### src/common/esq_pkg.sv
// Constants for the event status and queue block: bit positions, reset
// values, queue depths, flow-control levels and marker codes.
// Assumes a single 100 MHz clock and a synchronous, active-low reset.

package esq_pkg;
   // ==========================================================
   // Event status latch layout
   localparam int LATCH_W = 16;
   localparam int POS_POWER = 7;
   localparam int POS_MALFORMED = 5;
   localparam int POS_EXEC = 4;
   localparam int POS_DEVICE = 3;
   localparam int POS_QUERY = 2;
   localparam int POS_DONE = 0;
   localparam logic [15:0] LATCH_LIVE_BITS = 16'h00BD;
   localparam logic [15:0] LATCH_RST = 16'h0080;
   localparam logic [15:0] MASK_RST = 16'h0000;

   // ==========================================================
   // Queues
   localparam int OQ_DEPTH = 250;
   localparam int EQ_DEPTH = 16;
   localparam int EQ_KEEP = 15;
   localparam int ERR_W = 16;
   localparam logic [15:0] EQ_OVERFLOW_CODE = 16'h0001;
   localparam logic [15:0] EQ_EMPTY_CODE = 16'h0000;
   localparam int IB_DEPTH = 250;
   localparam int IB_W = 9;
   localparam logic [8:0] IB_EOI_MARK = 9'h100;

   // ==========================================================
   // Serial flow control levels and characters
   localparam int IB_CW = $clog2(IB_DEPTH + 1);
   localparam logic [IB_CW-1:0] IB_STOP_LVL = IB_CW'(IB_DEPTH * 80 / 100);
   localparam logic [IB_CW-1:0] IB_GO_LVL = IB_CW'(IB_DEPTH * 40 / 100);
   localparam logic [7:0] XOFF_CHAR = 8'h13;
   localparam logic [7:0] XON_CHAR = 8'h11;

   // ==========================================================
   // Pin synchroniser width
   localparam int SYNC_BITS = 10;
endpackage

### src/hw/esq_fifo.sv
// Synchronous first-in first-out store with clear, count, full and empty.
// Assumes push is never asked while full unless the caller accepts a drop.
`timescale 1ns/1ps
module esq_fifo
   import esq_pkg::*;
#(
   parameter int W = 8,
   parameter int D = 4
) (
   // Clock and reset
   input wire logic ref_clk,
   input wire logic rstn,
   // Control
   input wire logic clr,
   input wire logic push,
   input wire logic [W-1:0] din,
   input wire logic pop,
   // State
   output logic [W-1:0] dout,
   output logic [$clog2(D+1)-1:0] count,
   output logic full,
   output logic empty
);
   localparam int AW = $clog2(D);
   localparam int CW = $clog2(D + 1);

   logic [W-1:0] mem_q [D];
   logic [AW-1:0] wp_q;
   logic [AW-1:0] rp_q;
   logic [CW-1:0] cnt_q;

   // Accepted moves and wrapped pointers
   wire do_push = push && !full;
   wire do_pop = pop && !empty;
   wire [AW-1:0] wp_nx = (wp_q == AW'(D - 1)) ? '0 : wp_q + 1'b1;
   wire [AW-1:0] rp_nx = (rp_q == AW'(D - 1)) ? '0 : rp_q + 1'b1;

   assign full = (cnt_q == CW'(D));
   assign empty = (cnt_q == '0);
   assign count = cnt_q;
   assign dout = mem_q[rp_q];

   // Storage array
   always_ff @(posedge ref_clk) begin
      if (do_push) begin
         mem_q[wp_q] <= din;
      end
   end

   // Pointers and fill count
   always_ff @(posedge ref_clk) begin
      if (!rstn || clr) begin
         wp_q <= '0;
         rp_q <= '0;
         cnt_q <= '0;
      end else begin
         if (do_push) wp_q <= wp_nx;
         if (do_pop) rp_q <= rp_nx;
         if (do_push && !do_pop) cnt_q <= cnt_q + 1'b1;
         else if (do_pop && !do_push) cnt_q <= cnt_q - 1'b1;
      end
   end
endmodule

### src/hw/esq_top.sv
// Event status latch, mask, output queue, error queue and input buffer
// with parallel-bus acceptor handshake and serial flow control.
// Assumes a command parser on the same clock drives the strobes, and
// that parallel-bus pins arrive asynchronously.
`timescale 1ns/1ps
module esq_top
   import esq_pkg::*;
(
   // Clock and reset
   input wire logic ref_clk,
   input wire logic rstn,
   // Status commands from the parser
   input wire logic latch_rd,
   input wire logic mask_rd,
   input wire logic mask_wr,
   input wire logic [15:0] mask_wdata,
   input wire logic clr_status,
   input wire logic dev_clr,
   input wire logic rst_cmd,
   output logic [15:0] status_reply,
   output logic status_reply_valid,
   output logic event_summary_bit,
   // Events
   input wire logic malformed_evt,
   input wire logic exec_fault_evt,
   input wire logic device_fault_evt,
   input wire logic query_fault_evt,
   input wire logic [15:0] err_code,
   input wire logic done_arm,
   input wire logic ops_idle,
   // Error queue read
   input wire logic err_rd,
   output logic [15:0] err_reply,
   output logic err_reply_valid,
   // Output queue
   input wire logic oq_wr,
   input wire logic [7:0] oq_wdata,
   input wire logic oq_rd,
   output logic [7:0] oq_rdata,
   output logic oq_rdata_valid,
   output logic reply_pending_bit,
   // Input buffer toward the parser
   input wire logic ib_ready,
   output logic ib_valid,
   output logic [8:0] ib_data,
   // Serial receive and flow control
   input wire logic rx_valid,
   input wire logic [7:0] rx_data,
   input wire logic flow_en,
   output logic flow_tx_valid,
   output logic [7:0] flow_tx_char,
   // Parallel bus pins, active low
   input wire logic dav_n_i,
   input wire logic eoi_n_i,
   input wire logic [7:0] dio_n_i,
   output logic nrfd_n_o,
   output logic nrfd_oe,
   output logic ndac_n_o,
   output logic ndac_oe
);
   typedef enum logic [1:0] {AC_IDLE, AC_EOI, AC_RELEASE} esq_acc_t;

   // ==========================================================
   // Pin synchronisers
   logic [SYNC_BITS-1:0] s1_q, s2_q, s3_q, pin_q;
   wire [SYNC_BITS-1:0] pin_raw = {dav_n_i, eoi_n_i, dio_n_i};

   genvar gi;
   generate
      for (gi = 0; gi < SYNC_BITS; gi++) begin : g_sync
         // Three stages; the value moves only once stages two and three agree
         always_ff @(posedge ref_clk) begin
            if (!rstn) begin
               s1_q[gi] <= 1'b1;
               s2_q[gi] <= 1'b1;
               s3_q[gi] <= 1'b1;
               pin_q[gi] <= 1'b1;
            end else begin
               s1_q[gi] <= pin_raw[gi];
               s2_q[gi] <= s1_q[gi];
               s3_q[gi] <= s2_q[gi];
               if (s2_q[gi] == s3_q[gi]) pin_q[gi] <= s3_q[gi];
            end
         end
      end
   endgenerate

   wire dav_act = !pin_q[9];
   wire eoi_act = !pin_q[8];
   wire [7:0] dio_byte = ~pin_q[7:0];

   // ==========================================================
   // Output queue
   logic [7:0] oq_dout;
   logic [7:0] oq_count;
   logic oq_full, oq_empty;
   wire oq_clr = dev_clr;
   wire oq_pop = oq_rd && !oq_empty;

   // Replies queue up; host reads remove characters
   esq_fifo #(.W(8), .D(OQ_DEPTH)) u_oq (
      .ref_clk(ref_clk), .rstn(rstn), .clr(oq_clr),
      .push(oq_wr), .din(oq_wdata), .pop(oq_pop),
      .dout(oq_dout), .count(oq_count), .full(oq_full), .empty(oq_empty)
   );

   assign reply_pending_bit = !oq_empty;

   // Host read: data only when queue holds something
   always_ff @(posedge ref_clk) begin
      if (!rstn) begin
         oq_rdata <= 8'h00;
         oq_rdata_valid <= 1'b0;
      end else begin
         oq_rdata_valid <= oq_pop;
         if (oq_pop) oq_rdata <= oq_dout;
      end
   end

   // ==========================================================
   // Error queue
   logic [15:0] eq_dout;
   logic [4:0] eq_count;
   logic eq_full, eq_empty;
   wire eq_evt = malformed_evt || exec_fault_evt || device_fault_evt;
   wire eq_push = eq_evt && !eq_full;
   wire [15:0] eq_din = (eq_count >= 5'(EQ_KEEP)) ? EQ_OVERFLOW_CODE : err_code;
   wire eq_pop = err_rd && !eq_empty;

   // Error codes queue in order of arrival
   esq_fifo #(.W(ERR_W), .D(EQ_DEPTH)) u_eq (
      .ref_clk(ref_clk), .rstn(rstn), .clr(clr_status),
      .push(eq_push), .din(eq_din), .pop(eq_pop),
      .dout(eq_dout), .count(eq_count), .full(eq_full), .empty(eq_empty)
   );

   // Error read answer, zero when nothing is queued
   always_ff @(posedge ref_clk) begin
      if (!rstn) begin
         err_reply <= EQ_EMPTY_CODE;
         err_reply_valid <= 1'b0;
      end else begin
         err_reply_valid <= err_rd;
         if (err_rd) err_reply <= eq_empty ? EQ_EMPTY_CODE : eq_dout;
      end
   end

   // ==========================================================
   // Input buffer
   logic [8:0] ib_dout;
   logic [IB_CW-1:0] ib_count;
   logic ib_full, ib_empty;
   logic gp_push;
   logic [8:0] gp_byte;
   wire rx_push = rx_valid;
   wire ib_push = rx_push || gp_push;
   wire [8:0] ib_din = rx_push ? {1'b0, rx_data} : gp_byte;
   wire ib_pop = ib_ready && !ib_empty;

   // Host bytes in arrival order; cleared on device clear
   esq_fifo #(.W(IB_W), .D(IB_DEPTH)) u_ib (
      .ref_clk(ref_clk), .rstn(rstn), .clr(dev_clr),
      .push(ib_push), .din(ib_din), .pop(ib_pop),
      .dout(ib_dout), .count(ib_count), .full(ib_full), .empty(ib_empty)
   );

   assign ib_valid = !ib_empty;
   assign ib_data = ib_dout;

   // ==========================================================
   // Parallel bus acceptor
   esq_acc_t acc_q, acc_d;
   wire room = !ib_full && !rx_valid;

   // Next state and the byte to store
   always_comb begin
      acc_d = acc_q;
      gp_push = 1'b0;
      gp_byte = {1'b0, dio_byte};
      case (acc_q)
         AC_IDLE: begin
            if (dav_act && room) begin
               gp_push = 1'b1;
               acc_d = eoi_act ? AC_EOI : AC_RELEASE;
            end
         end
         AC_EOI: begin
            gp_byte = IB_EOI_MARK;
            if (room) begin
               gp_push = 1'b1;
               acc_d = AC_RELEASE;
            end
         end
         AC_RELEASE: begin
            if (!dav_act) acc_d = AC_IDLE;
         end
         default: acc_d = AC_IDLE;
      endcase
   end

   always_ff @(posedge ref_clk) begin
      if (!rstn || dev_clr) acc_q <= AC_IDLE;
      else acc_q <= acc_d;
   end

   // Hold not-ready while full or while a byte is being taken
   assign nrfd_n_o = 1'b0;
   assign nrfd_oe = (acc_q != AC_IDLE) || ib_full;
   assign ndac_n_o = 1'b0;
   assign ndac_oe = (acc_q != AC_RELEASE);

   // ==========================================================
   // Serial flow control
   logic stopped_q;

   always_ff @(posedge ref_clk) begin
      if (!rstn) begin
         stopped_q <= 1'b0;
         flow_tx_valid <= 1'b0;
         flow_tx_char <= XON_CHAR;
      end else begin
         flow_tx_valid <= 1'b0;
         if (flow_en && !stopped_q && ib_count >= IB_STOP_LVL) begin
            stopped_q <= 1'b1;
            flow_tx_valid <= 1'b1;
            flow_tx_char <= XOFF_CHAR;
         end else if (stopped_q && ib_count < IB_GO_LVL) begin
            stopped_q <= 1'b0;
            flow_tx_valid <= 1'b1;
            flow_tx_char <= XON_CHAR;
         end
      end
   end

   // ==========================================================
   // Event status latch and mask
   logic [15:0] latch_q, latch_d, mask_q, set_vec;
   logic done_arm_q;
   wire latch_clr = latch_rd || clr_status || dev_clr || rst_cmd;
   wire query_set = query_fault_evt || (oq_rd && oq_empty) || (oq_wr && oq_full);
   wire done_set = done_arm_q && ops_idle && !ib_full;

   // Event sources to latch bits
   always_comb begin
      set_vec = 16'h0000;
      set_vec[POS_MALFORMED] = malformed_evt;
      set_vec[POS_EXEC] = exec_fault_evt;
      set_vec[POS_DEVICE] = device_fault_evt;
      set_vec[POS_QUERY] = query_set;
      set_vec[POS_DONE] = done_set;
   end

   // New events win over a clear in the same cycle
   assign latch_d = ((latch_clr ? 16'h0000 : latch_q) | set_vec) & LATCH_LIVE_BITS;

   always_ff @(posedge ref_clk) begin
      if (!rstn) latch_q <= LATCH_RST;
      else latch_q <= latch_d;
   end

   // Mask write; reads leave it alone
   always_ff @(posedge ref_clk) begin
      if (!rstn) mask_q <= MASK_RST;
      else if (mask_wr) mask_q <= mask_wdata & LATCH_LIVE_BITS;
   end

   // Pending done request; clear-status and resets drop it
   always_ff @(posedge ref_clk) begin
      if (!rstn || clr_status || dev_clr || rst_cmd) done_arm_q <= 1'b0;
      else if (done_arm) done_arm_q <= 1'b1;
      else if (done_set) done_arm_q <= 1'b0;
   end

   assign event_summary_bit = |(latch_q & mask_q);

   // Status read answer, whole 16-bit value
   always_ff @(posedge ref_clk) begin
      if (!rstn) begin
         status_reply <= 16'h0000;
         status_reply_valid <= 1'b0;
      end else begin
         status_reply_valid <= latch_rd || mask_rd;
         if (latch_rd) status_reply <= latch_q;
         else if (mask_rd) status_reply <= mask_q;
      end
   end
endmodule

### config.mk
export PLATFORM = sky130hd
export DESIGN_NAME = esq_top
export DESIGN_NICKNAME = d
export VERILOG_FILES = /design/src/common/esq_pkg.sv /design/src/hw/esq_fifo.sv /design/src/hw/esq_top.sv
export SDC_FILE = /design/constraint.sdc
export NUM_CORES = 2
export LEC_CHECK = 0
export BUFFER_PORTS_ARGS = -buffer_cell sky130_fd_sc_hd__buf_2
export CAP_MARGIN = 20
export CORE_MARGIN = 1.5
export CORE_UTILIZATION = 35
export CTS_BUF_LIST = sky130_fd_sc_hd__clkbuf_4
export CTS_CLUSTER_DIAMETER = 80
export DETAILED_ROUTE_END_ITERATION = 10
export PLACE_DENSITY = 0.52
export SLEW_MARGIN = 20
export SYNTH_ARGS = -nofsm -noshare
export SYNTH_HDL_FRONTEND = slang
export SYNTH_MEMORY_MAX_BITS = 65536
export SYNTH_SLANG_ARGS = --single-unit
### constraint.sdc
create_clock -name ref_clk -period 82.9 [get_ports ref_clk]
set_clock_uncertainty 0.1 [all_clocks]
set_input_delay 16.58 -clock ref_clk [delete_from_list [all_inputs] [get_ports ref_clk]]
set_output_delay 16.58 -clock ref_clk [all_outputs]
set_load 0.01 [all_outputs]
# Word-level counts from Yosys, hierarchy flattened
# Memories as Yosys holds them, arrays and structs flattened. A register that Yosys moved wholly into a read port is not among the register bits.
# Index checks and enable logic that the tools add are counted.
# word_totals
reg_bits	154
mem_bits_rw	4506
input_bits	78
output_inout_bits	68
memories	3
# mem_list
name	words	width	rd	rd_ports_with_merged_regs	write_ports	line_no	text
u_ib.mem_q	250	9	1	1	1	esq_fifo.sv:27	logic [W-1:0] mem_q [D];
u_oq.mem_q	250	8	1	1	1	esq_fifo.sv:27	
u_eq.mem_q	16	16	1	1	1	esq_fifo.sv:27	
# op_classes
add_sub_neg	12
n_lt_le_gt_ge	3
eq_ne	25
n_mux	45
bitwise	3
n_reduce_logical	69
# ops
op	n
8-bit 2-to-1 mux	11
16-bit 2-to-1 mux	4
8-bit by 1-bit adder with 8-bit output, second input constant	6
8-bit == test, second input constant	6
1-bit logical AND	25
9-bit 2-to-1 mux	2
1-bit logical NOT	17
8-bit logical NOT	2
4-bit 2-to-1 mux	4
16-bit OR reduction	1
8-bit by 1-bit subtractor with 8-bit output, second input constant	2
1-bit logical OR	14
1-bit 2-to-1 mux	14
2-bit nonzero test	7
2-bit 2-to-1 mux	6
1-bit == test	10
5-bit 2-to-1 mux	2
4-bit by 1-bit adder with 4-bit output, second input constant	2
8-bit AND	1
4-bit == test, second input constant	2
8-bit >= comparator, second input constant	1
8-bit by 7-bit less-than comparator with 1-bit output, second input constant	1
2-bit inequality test, second input constant	4
8-bit NOT	1
12 further kinds	12

# Logic depth before layout (Yosys ltp)
# depth
depth_word	12
ltp_mapped	15
mapped_depth_nobuf	14

# Cells and area by module
# From an unflattened synthesis, not the netlist that was laid out.
# unflattened
cells_unflattened	8618
hier_area_um2	181551.6
# by_module_without_submodules
mod	n_inst	cells_each	area_each_um2	seq_area_each_um2
esq_fifo (u_ib)	1	4053	88631.3	68205.4
esq_fifo (u_oq)	1	3658	78775.6	60698.2
esq_fifo (u_eq)	1	507	10550.1	8027.7
esq_top	1	400	3594.7	1801.7

# Worst setup path after synthesis
# No wires, ideal clock.
# synth_timing
path_type	input -> register
start	input port rx_valid
end	memory u_ib.mem_q[0][0] in the netlist's numbering, data pin
arrival_ps	42811
slack_ps	37258
stages	3
n_path_buf	1
cell_sequence	clkbuf_1 > nor3_1 > nor2_1
# synth_between
elab_chain_cells	1
# synth_rtl
item	line_no	text
start, declared	esq_top.sv:47	input wire logic rx_valid,
9-bit 2-to-1 mux	esq_top.sv:157	wire [8:0] ib_din = rx_push ? {1'b0, rx_data} : gp_byte;
named net ib_din[0]	esq_top.sv:157	
end, declared	esq_fifo.sv:27	
# The timed path passes the listed nets, and every way through them passes these cells.

==> metrics.cfg <==
[sta]
fin_crit_sh_pct = 29.5
setup_repair_after_global_routing_missed_its_margin = false
report.final.setup_viol = 0
layout_min_cycle_time_ns = 24.42
achievable-frequency_ghz = 0.0409
timing.slew.headroom_pct = 14.1
tns_ns = 0
final-hold-violation-count = 0
maxSlewViolCount = 0
worst-slew-pin-transition_ns = 1.29

[synth]
yosys_warnings = 0
synth.distinct_cells = 72
ys_seq_elements = 4669
synth_edf_count = 4506
sequential_element_share_of_the_synthesized_area_pct = 76.6
synth_flop_type = sky130_fd_sc_hd__edfxtp_1
synthesis.area_per_instance_um2 = 21.1
post_synth_instance_area_um2 = 181000
postSynth.asyncResetShare_pct = 0
postSynthCellCount = 8567

[critical_path]
crit_top_cell = sky130_fd_sc_hd__buf_4
criticalPathCategory = flip-flop to primary output
critical_path_s_top_delay_family = buffers and inverters
worstPathRequired_ns = 66.22
crit_path_cell_trace = buf_12 > buf_4 > buf_4 > buf_4 > mux4_2 > mux4_2 > and2_1 > a211oi_1 > a211oi_1 > a21oi_1 > nand2_1 > buf_2
worstSetupStartpointType = flip-flop
crit_arrival_ns = 7.74
worstPathMaxFanout = 92
setup.worst_path.end_class = primary output
critPathBufInv = 5
cpPeakStageDelay_ns = 0.85
critical-path-slowest-cell = sky130_fd_sc_hd__buf_4

[pwr]
power.ir.vdd_worst_mv = 0.0180
cellLeakagePower_nw = 63.0
p_per_area_nw_per_um2 = 25.1

[finish]
syn2layout_area_growth_pct = 13.1
layout.filler_cells = 46400
post_layout_nonfiller_instances = 17400
post_route_cells_drive_above_1_share_pct = 33.0
finish.net_count = 9792

[job]
max_cap_viol_count = 0

[placed_design]
place.detailed.hpwl_mm = 273
place.gp.congestion = 0.802
place.port_buffers = 116
numPlacedInstances = 15300

[cts]
clk_root_buffer_cell = sky130_fd_sc_hd__clkbuf_4
clk_pin_slew_ns = 0.06
postCtsSetupRepairBufs = 0
cts_max_path_buffers = 5
cts_buffers = 1286
htree_num_levels = 7
cts_resized = 0
tritoncts_clock_tree = done
ctsHoldBuffers = 0
numClockSinks = 4669
clock_insertion_delay_worst_skew_ns = 1.77

[global_routing]
largest_net_degree_at_the_start_of_global_routing = 207
wire_length_of_the_first_global_routing_pass_mm = 671
antenna_found_initial = 36
globalRoute.totalOverflow = 0
vias_in_the_first_global_route = 95500
grtUsageTotal_pct = 17.9

[detailed_routing]
drt_iter0_drc = 8205
wl_per_cell_um = 26.9
dr.pass1.iters = 6
via_per_inst = 5.23
total_wirelength_mm = 468
post-route-drc-count = 0
post_drt_antenna_nets = 0
detailroute.via_count = 91000

[die]
fp-row-count = 263
design.portCount = 146
placeableCoreArea_um2 = 514000
die_width_um = 722
design.die.area_um2 = 521000
die_y_extent_um = 722
floorplan.initialDensity_pct = 35.2

[hold_path]
hp-class = flip-flop to flip-flop

[run_status]
outcome = finished, final reports clean

## Yosys cell counts, types with 31 or more instances
| master | n | area (um^2) |
|---|---|---|
| sky130_fd_sc_hd__buf_6 | 37 | 417 |
| sky130_fd_sc_hd__nand3_1 | 64 | 320 |
| sky130_fd_sc_hd__nand2b_1 | 44 | 275 |
| sky130_fd_sc_hd__buf_4 | 65 | 488 |
| sky130_fd_sc_hd__o22ai_1 | 35 | 219 |
| sky130_fd_sc_hd__clkbuf_1 | 241 | 905 |
| sky130_fd_sc_hd__and2_1 | 43 | 269 |
| sky130_fd_sc_hd__a21oi_1 | 171 | 856 |
| sky130_fd_sc_hd__buf_2 | 114 | 571 |
| sky130_fd_sc_hd__mux2i_1 | 237 | 2370 |
| sky130_fd_sc_hd__a211oi_1 | 46 | 345 |
| sky130_fd_sc_hd__nor2_1 | 686 | 2570 |
| sky130_fd_sc_hd__ha_1 | 37 | 463 |
| sky130_fd_sc_hd__dfxtp_1 | 163 | 3260 |
| sky130_fd_sc_hd__o21ai_0 | 83 | 415 |
| sky130_fd_sc_hd__o211ai_1 | 31 | 233 |
| sky130_fd_sc_hd__a221oi_1 | 49 | 429 |
| sky130_fd_sc_hd__buf_1 | 51 | 191 |
| sky130_fd_sc_hd__a22oi_1 | 79 | 593 |
| sky130_fd_sc_hd__mux4_2 | 1189 | 26800 |
| sky130_fd_sc_hd__edfxtp_1 | 4506 | 135000 |
| sky130_fd_sc_hd__nand2_1 | 225 | 845 |
## cell families after synthesis
group,after synthesis,share of synthesized area [%]
compound gates,651,2.44
fa+ha+maj,40,0.289
xor+xnor,42,0.203
buf+inv,540,1.49
other cells,2,0.00415
flops,4669,76.6
mux,1448,16.2
simple gates,1175,2.75
## final cells by class
class	count	area, um^2	share of cell area [%]
clock inverters	269	1280	0.627
well taps	6890	8620	4.21
multi-input cells	3375	40000	19.5
repair buffers	310	2360	1.15
flip-flops and latches	4669	139000	67.7
diodes	38	95.1	0.0465
inverters	32	128	0.0624
clock buffers	1806	13600	6.63
## routing by layer
layer | vias up | GRT usage, % | part of all wire [%]
li1 | 38500 | - | -
met1 | 48200 | 24.1 | 42
met2 | 3509 | 28.2 | 48
met3 | 728 | 4.82 | 7.1
met4 | 16 | 5.79 | 2.2
met5 | - | 0 | 0.019
## worst paths after layout
check	from	to	slack [ns]	cells past startpoint
worst max-delay path	flip-flop	ib_data[6]	58.48	12
worst min-delay path	s1_q[7]	s2_q[7]	0.27	1
worst max register to register	u_oq.rp_q[0]	oq_rdata[7]	76.79	10
worst min register to register	s1_q[7]	s2_q[7]	0.27	1
## where the power goes
part | internal [mW] | switching [mW] | total [mW]
logic | 0.255 | 0.317 | 0.572
registers | 2.61 | 0.0195 | 2.63
clock network | 1.02 | 0.918 | 1.93
## metrics by stage
step / hold slack, ns / power [mW] / instance area [um^2] / util (%) / setup slack [ns]
after global placement: 0.292 / 3.26 / 189000 / 36.9 / 59.74
after detailed placement: 0.297 / 3.26 / 190000 / 36.9 / 59.84
after CTS: 0.280 / 5.21 / 204000 / 39.8 / 57.92
after global routing: 0.278 / 5.36 / 205000 / 39.8 / 57.64
final: 0.272 / 5.13 / 205000 / 39.8 / 58.48
after floorplan: 0.286 / 3.09 / 181000 / - / 37.26
## worst reg2reg max path: cells and delay by family (launching register included)
kind / cells / cell delay, ns
flops: 1 / 0.75
compound gates: 4 / 1.42
buf+inv: 4 / 2.78
mux: 1 / 0.67
simple gates: 1 / 0.26
## sequential cells by signal, summed over array words and instances (netlist names), 10 cells and up, named ones only
signal	count
u_eq.mem_q	256
err_reply	16
u_oq.mem_q	2000
u_ib.mem_q	2250
s3_q	10
s1_q	10
s2_q	10
pin_q	10
## cells in the final DEF, fill, tap and decap left out, drive strengths merged, types with 7 or more instances in the layout
master  synthesis  final
mux2           22     22
mux4         1189   1189
nand3b          7      7
a22o           29     29
a31oi          16     16
dfxtp         163    163
a21o            7      7
o21ai          88     88
a211oi         46     46
edfxtp       4506   4506
o211ai         31     31
bufinv          0      8
nand2         225    225
nor2          686    686
conb            2     19
xnor2          18     18
clkbuf        241   1813
nand3          64     64
a211o          10     10
xor2           24     24
nand4          12     12
o31ai           9      9
o221ai         23     23
inv            24     38
a22oi          79     79
o22ai          35     35
mux2i         237    237
nor4            8      8
buf           267    303
nand2b         44     44
ha             37     37
a21oi         171    171
clkinv          8    251
and2           43     43
a221oi         50     50
diode           0     38
nor3           29     29
nor2b          29     29
a311oi          8      8
or3            12     12
No activity file was read; power rests on OpenSTA's default activity.
